### config.mk
export PLATFORM = sky130hd
export DESIGN_NAME = uie_top
export DESIGN_NICKNAME = d
export VERILOG_FILES = /design/src/common/uie_pkg.sv /design/src/uie_err_fifo.sv /design/src/uie_top.sv
export VERILOG_INCLUDE_DIRS = /design/src /design/src/common
export SDC_FILE = /design/constraint.sdc
export NUM_CORES = 1
export LEC_CHECK = 0
export BUFFER_PORTS_ARGS = -buffer_cell sky130_fd_sc_hd__clkbuf_2
export CAP_MARGIN = 15
export CORE_MARGIN = 2
export CORE_UTILIZATION = 40
export CTS_CLUSTER_SIZE = 30
export DETAILED_ROUTE_END_ITERATION = 6
export MAX_ROUTING_LAYER = met4
export PLACE_DENSITY = 0.6
export SLEW_MARGIN = 30
export SYNTH_ARGS = -nofsm -noshare
export SYNTH_HDL_FRONTEND = slang
export SYNTH_HIERARCHICAL = 1
export SYNTH_SLANG_ARGS = --single-unit
export TNS_END_PERCENT = 50
### constraint.sdc
create_clock -name clk_sys_i -period 6.2 [get_ports clk_sys_i]
set_input_delay 0.93 -clock clk_sys_i [delete_from_list [all_inputs] [get_ports clk_sys_i]]
set_output_delay 0.93 -clock clk_sys_i [all_outputs]
set_load 0.02 [all_outputs]
### src/common/uie_cfg.svh
// Summary of operation
// FIFO mode with receive enable: data request follows fill at or above trigger.
// Status register shows receive trigger while reached, cleared with the request.
// Data-ready status bit sets when a character enters the receive FIFO, clears empty.
// FIFO on and enable bits 0-3 clear gives polled mode on status bits.
// Status bit 1 reports a receive overrun.
// Status bits 2-4 give the error kind of the character at the head.
// Status bit 5 is set while transmit holding register or FIFO is empty.
// Status bit 6 is set only when transmit FIFO and shifter are empty.
// Status bit 7 is set while any stored receive character has an error.
// Enable bit 0 gates the receive data request; resets disabled.
// Enable bit 1 gates transmit-ready; empty or below trigger raises it.
// Enabling transmit-ready while transmit side is empty raises it at once.
// Enable bit 2 gates the line status request from status bits 1-4.
// Overrun raises the line status request immediately.
// By default errors raise the request when the character reaches the head.
// Error-at-entry mode raises the request as the bad character enters.
// Enable bit 3 gates the modem status request; resets disabled.
// Enables only mask; requests are reported in the status register. The code reports only enabled requests there.
// FIFO control bit 0 enables both FIFOs; zero selects non-FIFO mode.
// Reading the line status register clears a pending line status request.
// Status register read or holding register write clears transmit-ready.
// Modem request is raised when any modem status bit 0-3 is set.
// One interrupt output is high while any enabled source is pending.
`ifndef UIE_CFG_SVH
`define UIE_CFG_SVH

`define UIE_OFS_DATA     3'h0
`define UIE_OFS_IER      3'h1
`define UIE_OFS_ISR_FCR  3'h2
`define UIE_OFS_LSR      3'h5
`define UIE_OFS_MSR      3'h6
`define UIE_OFS_XOFF_CHAR_FIRST    3'h6
`define UIE_OFS_XOFF_CHAR_SECOND    3'h7

`define UIE_IER_RST      8'h00
`define UIE_XOFF_RST     8'h00
`define UIE_BYTE_ZERO    8'h00

`define UIE_IER_RXD      0
`define UIE_IER_TXR      1
`define UIE_IER_LSR      2
`define UIE_IER_MSR      3
`define UIE_FCR_EN       0
`define UIE_FCR_RXRST    1
`define UIE_FCR_TXRST    2

`define UIE_ISR_LSR      4'h6
`define UIE_ISR_RXD      4'h4
`define UIE_ISR_TXR      4'h2
`define UIE_ISR_MSR      4'h0
`define UIE_ISR_NONE     4'h1

`define UIE_RX_DEPTH     16
`define UIE_CNT_W        5

`endif

### src/common/uie_pkg.sv
package uie_pkg;

  typedef enum logic [2:0] {
    SRC_NONE,
    SRC_LSR,
    SRC_RXD,
    SRC_TXR,
    SRC_MSR
  } uie_src_t;

  typedef logic [7:0] uie_byte_t;

endpackage

### src/uie_err_fifo.sv
`timescale 1ns/10ps
`include "uie_cfg.svh"
// Shadow of the receive FIFO holding only the error flags of each entry.
// DEPTH must be a power of two so the pointers wrap by themselves.
module uie_err_fifo #(
  parameter int DEPTH = `UIE_RX_DEPTH,
  parameter int EW    = 3,
  parameter int CW    = `UIE_CNT_W
) (
  input  wire logic          clk_sys_i,
  input  wire logic          rst_i,
  input  wire logic          flush_i,
  input  wire logic          push_i,
  input  wire logic [EW-1:0] push_err_i,
  input  wire logic          pop_i,
  output logic      [EW-1:0] head_err_o,
  output logic               any_err_o,
  output logic      [CW-1:0] count_o
);
  localparam int AW = $clog2(DEPTH);

  logic [EW-1:0] mem_r [DEPTH];
  logic [AW-1:0] wr_ptr_r;
  logic [AW-1:0] rd_ptr_r;
  logic [CW-1:0] count_r;
  logic [CW-1:0] bad_cnt_r;

  wire full     = (count_r == CW'(DEPTH));
  wire empty    = (count_r == '0);
  wire push_ok  = push_i & ~full;
  wire pop_ok   = pop_i & ~empty;
  wire bad_push = push_ok & (|push_err_i);
  wire bad_pop  = pop_ok & (|mem_r[rd_ptr_r]);

  always_ff @(posedge clk_sys_i) begin
    if (push_ok) begin
      mem_r[wr_ptr_r] <= push_err_i;
    end
  end

  always_ff @(posedge clk_sys_i or posedge rst_i) begin
    if (rst_i) begin
      wr_ptr_r  <= '0;
      rd_ptr_r  <= '0;
      count_r   <= '0;
      bad_cnt_r <= '0;
    end else if (flush_i) begin
      wr_ptr_r  <= '0;
      rd_ptr_r  <= '0;
      count_r   <= '0;
      bad_cnt_r <= '0;
    end else begin
      wr_ptr_r  <= wr_ptr_r + AW'(push_ok);
      rd_ptr_r  <= rd_ptr_r + AW'(pop_ok);
      count_r   <= count_r + CW'(push_ok) - CW'(pop_ok);
      bad_cnt_r <= bad_cnt_r + CW'(bad_push) - CW'(bad_pop);
    end
  end

  assign head_err_o = empty ? '0 : mem_r[rd_ptr_r];
  assign any_err_o  = (bad_cnt_r != '0);
  assign count_o    = count_r;

endmodule

### src/uie_top.sv
`timescale 1ns/10ps
`include "uie_cfg.svh"
module uie_top #(
  parameter int RX_DEPTH = `UIE_RX_DEPTH,
  parameter int CW       = `UIE_CNT_W
) (
  input  wire logic          clk_sys_i,
  input  wire logic          rst_i,
  input  wire logic          cs_i,
  input  wire logic          rd_i,
  input  wire logic          wr_i,
  input  wire logic [2:0]    addr_i,
  input  wire logic [7:0]    wdata_i,
  input  wire logic          enh_bank_i,
  input  wire logic          err_at_entry_i,
  input  wire logic [7:0]    rhr_data_i,
  input  wire logic [7:0]    msr_data_i,
  input  wire logic          rx_push_i,
  input  wire logic [2:0]    rx_push_err_i,
  input  wire logic          rx_overrun_i,
  input  wire logic [CW-1:0] rx_trig_i,
  input  wire logic [CW-1:0] tx_fill_i,
  input  wire logic [CW-1:0] tx_trig_i,
  input  wire logic          tsr_empty_i,
  input  wire logic [3:0]    modem_delta_i,
  output logic               irq_o,
  output logic      [7:0]    rdata_o,
  output logic               rhr_rd_o,
  output logic               thr_wr_o,
  output logic               msr_rd_o,
  output logic               rx_flush_o,
  output logic               tx_flush_o,
  output logic               fifo_en_o,
  output logic      [7:0]    xoff_char_first_o,
  output logic      [7:0]    xoff_char_second_o,
  output logic      [CW-1:0] rx_count_o
);

  //////////////////////////////////////////////////////////////////////////////
  // Register storage

  logic [7:0]        interrupt_enable_mask_r;
  logic              fifo_en_r;
  logic [7:0]        xoff_char_first_r;
  logic [7:0]        xoff_char_second_r;
  logic [7:0]        rdata_r;
  logic              overrun_r;
  logic              lsr_pend_r;
  logic              tx_pend_r;
  logic              tx_cond_r;
  logic              head_new_r;
  logic              irq_r;
  logic              rhr_rd_r;
  logic              thr_wr_r;
  logic              msr_rd_r;
  logic              rx_flush_r;
  logic              tx_flush_r;

  logic [2:0]        head_err;
  logic              any_err;
  logic [CW-1:0]     rx_count;
  uie_pkg::uie_src_t src;
  logic [3:0]        isr_code;

  //////////////////////////////////////////////////////////////////////////////
  // Address decode

  wire acc_rd     = cs_i & rd_i;
  wire acc_wr     = cs_i & wr_i;
  wire norm_bank  = ~enh_bank_i;
  wire sel_data   = norm_bank & (addr_i == `UIE_OFS_DATA);
  wire sel_ier    = norm_bank & (addr_i == `UIE_OFS_IER);
  wire sel_isr    = norm_bank & (addr_i == `UIE_OFS_ISR_FCR);
  wire sel_lsr    = norm_bank & (addr_i == `UIE_OFS_LSR);
  wire sel_msr    = norm_bank & (addr_i == `UIE_OFS_MSR);
  wire sel_xoff_char_first  = enh_bank_i & (addr_i == `UIE_OFS_XOFF_CHAR_FIRST);
  wire sel_xoff_char_second  = enh_bank_i & (addr_i == `UIE_OFS_XOFF_CHAR_SECOND);

  wire ier_wr     = acc_wr & sel_ier;
  wire fcr_wr     = acc_wr & sel_isr;
  wire thr_wr     = acc_wr & sel_data;
  wire isr_rd     = acc_rd & sel_isr;
  wire lsr_rd     = acc_rd & sel_lsr;
  wire msr_rd     = acc_rd & sel_msr;
  wire rx_empty   = (rx_count == '0);
  wire rhr_pop    = acc_rd & sel_data & ~rx_empty;

  // FIFO reset bits only act together with the enable bit
  wire fcr_en_bit = wdata_i[`UIE_FCR_EN];
  wire rx_flush   = fcr_wr & fcr_en_bit & wdata_i[`UIE_FCR_RXRST];
  wire tx_flush   = fcr_wr & fcr_en_bit & wdata_i[`UIE_FCR_TXRST];

  wire ier_rxd    = interrupt_enable_mask_r[`UIE_IER_RXD];
  wire ier_txr    = interrupt_enable_mask_r[`UIE_IER_TXR];
  wire ier_lsr    = interrupt_enable_mask_r[`UIE_IER_LSR];
  wire ier_msr    = interrupt_enable_mask_r[`UIE_IER_MSR];

  //////////////////////////////////////////////////////////////////////////////
  // Receive error shadow

  uie_err_fifo #(
    .DEPTH      (RX_DEPTH),
    .EW         (3),
    .CW         (CW)
  ) u_err_fifo (
    .clk_sys_i  (clk_sys_i),
    .rst_i      (rst_i),
    .flush_i    (rx_flush),
    .push_i     (rx_push_i),
    .push_err_i (rx_push_err_i),
    .pop_i      (rhr_pop),
    .head_err_o (head_err),
    .any_err_o  (any_err),
    .count_o    (rx_count)
  );

  //////////////////////////////////////////////////////////////////////////////
  // Line status

  wire rx_full     = (rx_count == CW'(RX_DEPTH));
  wire tx_empty    = (tx_fill_i == '0);
  wire lsr_dr      = ~rx_empty;
  wire lsr_thre    = tx_empty;
  wire lsr_temt    = tx_empty & tsr_empty_i;
  wire lsr_fifoerr = any_err;
  wire [7:0] lsr_val = {lsr_fifoerr, lsr_temt, lsr_thre,
                        head_err, overrun_r, lsr_dr};

  // Head changes when a char lands in an empty FIFO or a pop exposes the next
  wire head_new  = (rx_push_i & rx_empty & ~rx_flush)
                 | (rhr_pop & ((rx_count > CW'(1)) | rx_push_i));
  wire bad_entry = rx_push_i & ~rx_full & (|rx_push_err_i);
  wire err_event = err_at_entry_i ? bad_entry
                                  : (head_new_r & (|head_err));
  wire lsr_set   = rx_overrun_i | err_event;

  //////////////////////////////////////////////////////////////////////////////
  // Request sources

  // Non-FIFO mode behaves as a one-deep FIFO: any character is a trigger
  wire rx_cond  = fifo_en_r ? (rx_count >= rx_trig_i) : ~rx_empty;
  wire tx_cond  = fifo_en_r ? (tx_fill_i < tx_trig_i) : tx_empty;
  wire ier_txr_rise = ier_wr & wdata_i[`UIE_IER_TXR] & ~ier_txr;
  wire tx_set   = tx_cond & ((~tx_cond_r & ier_txr) | ier_txr_rise);
  wire tx_clr   = isr_rd | thr_wr;

  wire rx_req   = ier_rxd & rx_cond;
  wire tx_req   = ier_txr & tx_pend_r;
  wire lsr_req  = ier_lsr & lsr_pend_r;
  wire msr_req  = ier_msr & (|modem_delta_i);

  // Fixed priority: line status, receive data, transmit, modem
  assign src = lsr_req ? uie_pkg::SRC_LSR :
               rx_req  ? uie_pkg::SRC_RXD :
               tx_req  ? uie_pkg::SRC_TXR :
               msr_req ? uie_pkg::SRC_MSR : uie_pkg::SRC_NONE;

  always_comb begin
    unique case (src)
      uie_pkg::SRC_LSR:  isr_code = `UIE_ISR_LSR;
      uie_pkg::SRC_RXD:  isr_code = `UIE_ISR_RXD;
      uie_pkg::SRC_TXR:  isr_code = `UIE_ISR_TXR;
      uie_pkg::SRC_MSR:  isr_code = `UIE_ISR_MSR;
      uie_pkg::SRC_NONE: isr_code = `UIE_ISR_NONE;
      default:           isr_code = `UIE_ISR_NONE;
    endcase
  end

  wire [7:0] isr_val = {fifo_en_r, fifo_en_r, 2'h0, isr_code};
  wire       irq_nxt = (src != uie_pkg::SRC_NONE);

  //////////////////////////////////////////////////////////////////////////////
  // Read data

  wire [7:0] rdata_nxt =
      (sel_data)  ? rhr_data_i :
      (sel_ier)   ? interrupt_enable_mask_r :
      (sel_isr)   ? isr_val :
      (sel_lsr)   ? lsr_val :
      (sel_msr)   ? msr_data_i :
      (sel_xoff_char_first) ? xoff_char_first_r :
      (sel_xoff_char_second) ? xoff_char_second_r : `UIE_BYTE_ZERO;

  //////////////////////////////////////////////////////////////////////////////
  // Control registers

  always_ff @(posedge clk_sys_i or posedge rst_i) begin
    if (rst_i) begin
      interrupt_enable_mask_r <= `UIE_IER_RST;
      fifo_en_r               <= 1'b0;
      xoff_char_first_r       <= `UIE_XOFF_RST;
      xoff_char_second_r      <= `UIE_XOFF_RST;
    end else begin
      if (ier_wr) begin
        interrupt_enable_mask_r <= wdata_i;
      end
      if (fcr_wr) begin
        fifo_en_r <= fcr_en_bit;
      end
      if (acc_wr & sel_xoff_char_first) begin
        xoff_char_first_r <= wdata_i;
      end
      if (acc_wr & sel_xoff_char_second) begin
        xoff_char_second_r <= wdata_i;
      end
    end
  end

  //////////////////////////////////////////////////////////////////////////////
  // Sticky status; a set in the clearing cycle wins

  always_ff @(posedge clk_sys_i or posedge rst_i) begin
    if (rst_i) begin
      overrun_r  <= 1'b0;
      lsr_pend_r <= 1'b0;
      tx_pend_r  <= 1'b0;
      tx_cond_r  <= 1'b0;
      head_new_r <= 1'b0;
    end else begin
      overrun_r  <= rx_overrun_i | (overrun_r & ~lsr_rd);
      lsr_pend_r <= lsr_set | (lsr_pend_r & ~lsr_rd);
      tx_pend_r  <= tx_set | (tx_pend_r & ~tx_clr);
      tx_cond_r  <= tx_cond;
      head_new_r <= head_new;
    end
  end

  //////////////////////////////////////////////////////////////////////////////
  // Outputs

  always_ff @(posedge clk_sys_i or posedge rst_i) begin
    if (rst_i) begin
      irq_r      <= 1'b0;
      rdata_r    <= `UIE_BYTE_ZERO;
      rhr_rd_r   <= 1'b0;
      thr_wr_r   <= 1'b0;
      msr_rd_r   <= 1'b0;
      rx_flush_r <= 1'b0;
      tx_flush_r <= 1'b0;
    end else begin
      irq_r      <= irq_nxt;
      rhr_rd_r   <= rhr_pop;
      thr_wr_r   <= thr_wr;
      msr_rd_r   <= msr_rd;
      rx_flush_r <= rx_flush;
      tx_flush_r <= tx_flush;
      if (acc_rd) begin
        rdata_r <= rdata_nxt;
      end
    end
  end

  assign irq_o              = irq_r;
  assign rdata_o            = rdata_r;
  assign rhr_rd_o           = rhr_rd_r;
  assign thr_wr_o           = thr_wr_r;
  assign msr_rd_o           = msr_rd_r;
  assign rx_flush_o         = rx_flush_r;
  assign tx_flush_o         = tx_flush_r;
  assign fifo_en_o          = fifo_en_r;
  assign xoff_char_first_o  = xoff_char_first_r;
  assign xoff_char_second_o = xoff_char_second_r;
  assign rx_count_o         = rx_count;
endmodule

==> impl_metrics.csv, run 1 <==
group,metric,value,unit
worst_setup_path,cp.arrival,4.02,ns
routing,wl,12600,µm
timing,slew_headroom,0.4603,
timing,rsz0062_at_grt,"false",
placed_design,place_congestion,0.8775,
layout,finalNonFillerCells,722,
timing,slew_viol_final,0,
global_routing,grt_overflow,0,
timing,setup_viol,0,
status,status,"finished clean",
worst_setup_path,path_class,"register to register",
layout,areaGrowthSynthToFinish,16.73,%
synth,synth-edff-count,48,
synth,async_flop_share,0.5636,
timing,fmax,0.2614,GHz
clock_tree,cts_made_buffers,9,
layout,drive_above_1_share,0.2841,
clock_tree,cts_tree,"built",
worst_setup_path,critPathMaxStageDelay,0.77,ns
synth,synth.distinct_cells,69,
clock_tree,clk_root_buffer_cell,"clkbuf_16",
worst_setup_path,worst_path_dominant_cell_family,"multiplexers",
floorplan,die_h,122.6,µm
power,vdd_drop_max,175.1,µV
worst_setup_path,cp.buffers_inverters,2,
timing,min_period_over_period,0.6170,
synth,yosysSeqAreaShare,0.5320,
worst_setup_path,crit_chain,"mux4_1 > mux4_2 > o31a_1 > ha_1 > inv_1 > ha_1 > inv_1 > fa_1 > nor2b_1 > o21bai_1 > a21oi_1 > nor3b_1",
floorplan,die_w,122.6,µm
power,p_per_area,372.5,mW/mm²
clock_tree,cts.htree.levels,3,
placed_design,port-buffer-count,94,
synth,netlist_area,0.005625,mm²
clock_tree,hold_buffers,0,
timing,fin_crit,3.826,ns
routing,vias_per_cell,5.335,
synth,synth_top_area_share,0.2758,
synth,synth_common_cells,"dfrtp_1 (62), edfxtp_1 (48), nor2_1 (31), mux2_2 (28), inv_1 (27)",
placed_design,dp_cells,706,
layout,fill_cells,1259,
layout,num_antenna_cells,0,
synth,syn_nets,534,
global_routing,grt_pass1_wl,19750,µm
synth,yosys_warnings,6,
timing,hold_violations,0,
global_routing,grt.total_usage,0.1805,
placed_design,dp.final_hpwl,9522,µm
layout,multi_input_area,0.002424,mm²
timing,hold_slack,0.4864,ns
synth,synth-seq-cells,110,
routing,drc,0,
routing,drtIter0Drc,319,
layout,seq_area,0.002993,mm²
placed_design,place_ws,2.172,ns
synth,ys_top_cells_by_area,"dfrtp_1 (28%), edfxtp_1 (26%), mux2_2 (5.6%)",
synth,syn_avg_cell_area,12.56,µm²
worst_setup_path,endpoint_kind,"register",
timing,setup_tns,0,ns
worst_setup_path,required,6.40,ns
floorplan,num_rows,43,
floorplan,start_util,0.4068,
global_routing,grt_pass1_vias,3899,
synth,syn_inst,448,
routing,antenna_left,0,
synth,synth.most_common_cell,"dfrtp_1",
global_routing,grt_max_degree,45,
synth,synth_ff_type,"dfrtp_1",
timing,setup_ws,2.374,ns
clock_tree,clock_path_buffers,2,
clock_tree,cts_sinks,110,
clock_tree,clk_pin_slew,0.07,ns
routing,vias,3852,
timing,worst_pin_slew,0.8095,ns
worst_setup_path,crit_path_start_kind,"register",
global_routing,antenna_found_initial,0,
clock_tree,cts_setup_buffers,0,
synth,yosys.area.top_type,"dfrtp_1",
timing,finClkSkew,0.008645,ns
layout,utilization,0.4749,
run,max_cap_viol_count,0,
worst_setup_path,crit_slowest_cell,"dfrtp_1",
floorplan,io_pins,95,
worst_hold_path,hold_class,"register to register",
layout,layout.nets,623,
worst_setup_path,crit_fanout,13,
floorplan,core,0.01383,mm²
clock_tree,cts_resized,0,
routing,drt-pass1-iter-count,5,
floorplan,die_area,0.01503,mm²
power,leakage,0.002848,µW
routing,wl_per_cell,17.45,µm
clock_tree,clock_latency,0.35,ns
flip-flops by register name, indices dropped and copies added, names as in the netlist, 4 cells and up:
register                 count
rdata_o                      8
u_err_fifo/mem_r            48
u_err_fifo/rd_ptr_r          4
u_err_fifo/bad_cnt_r         5
u_err_fifo/wr_ptr_r          4
interrupt_enable_mask_r      8
xoff_char_second_o           8
u_err_fifo/count_o           5
xoff_char_first_o            8
power by group:
part           internal [µW]  switching, µW
combinational            350            383
sequential               899            161
clock                    396            257
total                   1640            801
cell usage in the layout (no fill, tap or decap), types with 3 or more instances in the layout:
| cell | synthesis | routed |
|---|---|---|
| o22ai_1 | 5 | 5 |
| nor2_1 | 31 | 31 |
| or3_1 | 3 | 3 |
| inv_1 | 27 | 26 |
| nand2b_1 | 9 | 9 |
| dfrtp_1 | 62 | 62 |
| mux4_1 | 10 | 10 |
| bufinv_16 | 0 | 3 |
| xor2_1 | 4 | 4 |
| and2_1 | 6 | 6 |
| nand4_1 | 4 | 4 |
| clkbuf_2 | 1 | 94 |
| xnor2_1 | 5 | 5 |
| o21ai_0 | 13 | 13 |
| a2111oi_0 | 3 | 3 |
| clkbuf_16 | 0 | 9 |
| a222oi_1 | 3 | 3 |
| nor3_1 | 10 | 10 |
| a21oi_1 | 13 | 13 |
| a21o_1 | 4 | 4 |
| a31oi_1 | 4 | 4 |
| and3_1 | 4 | 4 |
| mux2_2 | 28 | 28 |
| nor4_1 | 3 | 3 |
| ha_1 | 25 | 25 |
| mux2i_1 | 8 | 8 |
| edfxtp_1 | 48 | 48 |
| a22oi_1 | 3 | 3 |
| mux4_2 | 3 | 3 |
| nand2_1 | 19 | 19 |
| o21ai_1 | 3 | 3 |
| nand3_1 | 14 | 14 |
| nor2b_1 | 16 | 16 |
| nor3b_1 | 3 | 3 |
per-layer routing:
metal / vias to the layer above / global-route usage / share of wire / wire length [µm]
li1: 1842 / - / - / -
met1: 1877 / 0.2180 / 0.44 / 5515
met3: 19 / 0.04182 / 0.055 / 691
met4: 0 / 0.06968 / 0.024 / 305
met5: - / - / 0 / 0
met2: 114 / 0.2948 / 0.48 / 6088
tightest hold or removal path: stages (launching register included):
cell and delay (ns):
dfrtp_1 0.35, nand2_1 0.05, o21ai_0 0.06
path summary, 6_finish.rpt:
kind	startpoint	endpoint	slack, ns	cells after the start
setup / recovery	u_err_fifo/rd_ptr_r[0]	u_err_fifo/bad_cnt_r[4]	2.37	12
hold / removal	rdata_o[7]	rdata_o[7]	0.49	2
setup reg to reg	u_err_fifo/rd_ptr_r[0]	u_err_fifo/bad_cnt_r[4]	2.37	12
hold reg to reg	rdata_o[7]	rdata_o[7]	0.49	2
max in group asynchronous	rst_i	xoff_char_second_o[4]	5.04	2
min in group asynchronous	rst_i	interrupt_enable_mask_r[1]	0.69	2
metrics by stage:
stage	area, µm²	power, µW
final	6566	2446
after global routing	6566	2601
after CTS	6565	2475
after detailed placement	6220	1816
after global placement	6220	1798
after floorplan	5625	1593
layout make-up:
type	count	share of cell area
Tap cell	180	0.03430
Clock buffer	9	0.03430
Clock inverter	7	0.01829
Multi-Input combinational cell	294	0.3691
Inverter	28	0.01658
Sequential cell	110	0.4558
Timing Repair Buffer	94	0.07165
logic make-up (layout without fill, tap and decap cells):
kind of cell             after synthesis  after routing  synth area share
AO/OA/AOI/OAI                         66             66           0.07762
multiplexers                          49             49            0.1290
adder cells (fa/ha/maj)               27             27           0.06272
buffers and inverters                 44            138           0.03714
AND/OR/NAND/NOR                      143            143            0.1475
XOR/XNOR                               9              9           0.01401
flip-flops                           110            110            0.5320
Note: power is estimated with default switching activity, not from simulation.
==> run 2: changes to the inputs <==
==> constraint.sdc (replaced) <==
create_clock -name clk_sys_i -period 3.72 [get_ports clk_sys_i]
set_input_delay 0.558 -clock clk_sys_i [delete_from_list [all_inputs] [get_ports clk_sys_i]]
set_output_delay 0.558 -clock clk_sys_i [all_outputs]
set_load 0.02 [all_outputs]
==> run 2 against run 1 <==
Net effect: clock skew barely moved; non-clock buffer count rose by 12; first-iteration DRC count rose by 0.63%; register-to-register slack got worse by 2.2 ns; highest routed layer unchanged; worst setup slack got worse by 2.2 ns; total power rose by 62%; flip-flop and latch count did not move.
==> impl_metrics.csv, run 2 (synthesis results as in run 1) <==
group,metric,value,unit
status,status,"finished clean",
clock_tree,clock_path_buffers,2,
layout,areaGrowthSynthToFinish,17.10,%
power,vdd_drop_max,215.1,µV
worst_setup_path,crit_slowest_cell,"mux4_1",
global_routing,grt_overflow,0,
layout,layout.nets,635,
routing,wl,13490,µm
floorplan,die_h,122.6,µm
clock_tree,clock_latency,0.35,ns
power,leakage,0.002877,µW
routing,wl_met2,6756,µm
layout,finalNonFillerCells,734,
timing,finClkSkew,0.008658,ns
routing,drt-pass1-iter-count,4,
layout,finalInstanceArea,0.006588,mm²
worst_setup_path,worst_path_dominant_cell_family,"multiplexers",
placed_design,place_congestion,0.8896,
timing,slew_headroom,0.3780,
clock_tree,cts_sinks,110,
routing,top_layer_used,"met4",
layout,max_flop_register,"u_err_fifo/mem_r",
layout,drive_above_1_share,0.2978,
timing,setup_tns,0,ns
global_routing,grt_pass1_wl,21090,µm
layout,largest_register_ffs,48,
floorplan,io_pins,95,
floorplan,start_util,0.4068,
timing,slew_viol_final,0,
routing,drc,0,
worst_setup_path,cp.buffers_inverters,2,
worst_setup_path,r2r_cells,12,
placed_design,placed_cell_area,0.006310,mm²
floorplan,die_w,122.6,µm
worst_setup_path,cp.arrival,3.73,ns
routing,drtIter0Drc,321,
placed_design,port-buffer-count,94,
worst_setup_path,endpoint_kind,"register",
clock_tree,clk_pin_slew,0.07,ns
timing,hold_violations,0,
worst_setup_path,crit_path_start_kind,"register",
timing,hold_slack,0.3092,ns
timing,worst_pin_slew,0.9244,ns
floorplan,core,0.01383,mm²
timing,fin_crit,3.530,ns
global_routing,grt_max_degree,45,
clock_tree,cts_tree,"built",
clock_tree,cts_setup_buffers,0,
layout,fill_cells,1234,
worst_setup_path,crit_fanout,10,
routing,antenna_left,0,
global_routing,grt.total_usage,0.1918,
routing,wl_per_cell,18.38,µm
timing,fmax,0.2833,GHz
power,p_per_area,599.7,mW/mm²
worst_setup_path,path_class,"register to register",
placed_design,dp.final_hpwl,10150,µm
routing,route.met3.wl,710,µm
worst_setup_path,crit_chain,"mux4_1 > mux4_2 > o31a_1 > ha_1 > inv_1 > ha_1 > inv_1 > fa_1 > nor2b_1 > o21bai_1 > a21oi_1 > nor3b_1",
worst_setup_path,crit-reg2reg-capture,"u_err_fifo/bad_cnt_r[4]",
layout,mostFrequentLayoutCells,"clkbuf_2 (94), dfrtp_1 (61), edfxtp_1 (48)",
global_routing,antenna_found_initial,0,
layout,final_common_cell,"clkbuf_2",
floorplan,num_rows,43,
clock_tree,cts_made_buffers,9,
timing,rsz0062_at_grt,"false",
layout,num_antenna_cells,0,
worst_hold_path,hold_class,"input port to async pin",
routing,vias,4008,
run,max_cap_viol_count,0,
timing,min_period_over_period,0.9490,
clock_tree,clk_root_buffer_cell,"clkbuf_16",
routing,vias_per_cell,5.460,
timing,setup_viol,0,
worst_setup_path,required,3.92,ns
global_routing,grt_pass1_vias,4115,
routing,wl_met1,5706,µm
clock_tree,cts.htree.levels,3,
worst_setup_path,r2r_start,"u_err_fifo/rd_ptr_r[0]",
worst_setup_path,reg2reg_slack,0.19,ns
worst_setup_path,critPathMaxStageDelay,0.58,ns
placed_design,dp_cells,718,
floorplan,die_area,0.01503,mm²
[run 2: changes by cell type in the layout (fill, tap and decap cells not counted), sizes merged]
cell,change
buf,+12
clkinvlp,-1
clkinv,-1
clkbuf,+3
bufinv,-3
inv,+2
[run 2: timing repair]
action	CTS	global route
gates resized for setup	0	1
hold buffers	0	0
endpoints found under the setup margin	0	1
[run 2: area by class of cell]
type,instances,area [µm²],area share
Inverter,28,108.9,0.01652
Sequential cell,110,2994,0.4545
Clock inverter,4,28.78,0.004368
Clock buffer,12,246.5,0.03742
Timing Repair Buffer,106,560.5,0.08509
Multi-Input combinational cell,294,2424,0.3679
Tap cell,180,225.2,0.03419
[run 2: how the worst max path moves through the flow]
| stage | depth (start not counted) | slack [ns] | end | startpoint |
|---|---|---|---|---|
| after global placement | 12 | 0.20 | u_err_fifo/bad_cnt_r[4] | u_err_fifo/rd_ptr_r[0] |
| final | 12 | 0.19 | u_err_fifo/bad_cnt_r[4] | u_err_fifo/rd_ptr_r[0] |
| after CTS | 12 | 0.03 | u_err_fifo/bad_cnt_r[4] | u_err_fifo/rd_ptr_r[0] |
| after floorplan | 13 | 0.47 | u_err_fifo/bad_cnt_r[4] | u_err_fifo/rd_ptr_r[0] |
| after detailed placement | 12 | 0.05 | u_err_fifo/bad_cnt_r[4] | u_err_fifo/rd_ptr_r[0] |
| after global routing | 12 | 0.01 | u_err_fifo/bad_cnt_r[4] | u_err_fifo/rd_ptr_r[0] |
[run 2: report_power, final]
part	total [µW]	internal [µW]	leakage (µW)	switching, µW
Combinational	1300	614	0.00153	689
Sequential	1740	1500	0.00121	237
Clock	909	477	0.000134	433
Total	3950	2590	0.00288	1360
[run 2: per-layer routing]
metal / global-route usage / vias up
met5: - / -
li1: - / 1870
met3: 0.03299 / 25
met4: 0.08549 / 0
met2: 0.3184 / 143
met1: 0.2297 / 1970
[run 2: metrics by stage]
step | utilization | worst slack [ns] | power, µW
finish | 0.4764 | 0.1897 | 3950
global route | 0.4764 | 0.01403 | 4218
detailed placement | 0.4563 | 0.04658 | 3061
global placement | 0.4563 | 0.2021 | 3006
CTS | 0.4762 | 0.03056 | 3978
floorplan | - | 0.4703 | 2654
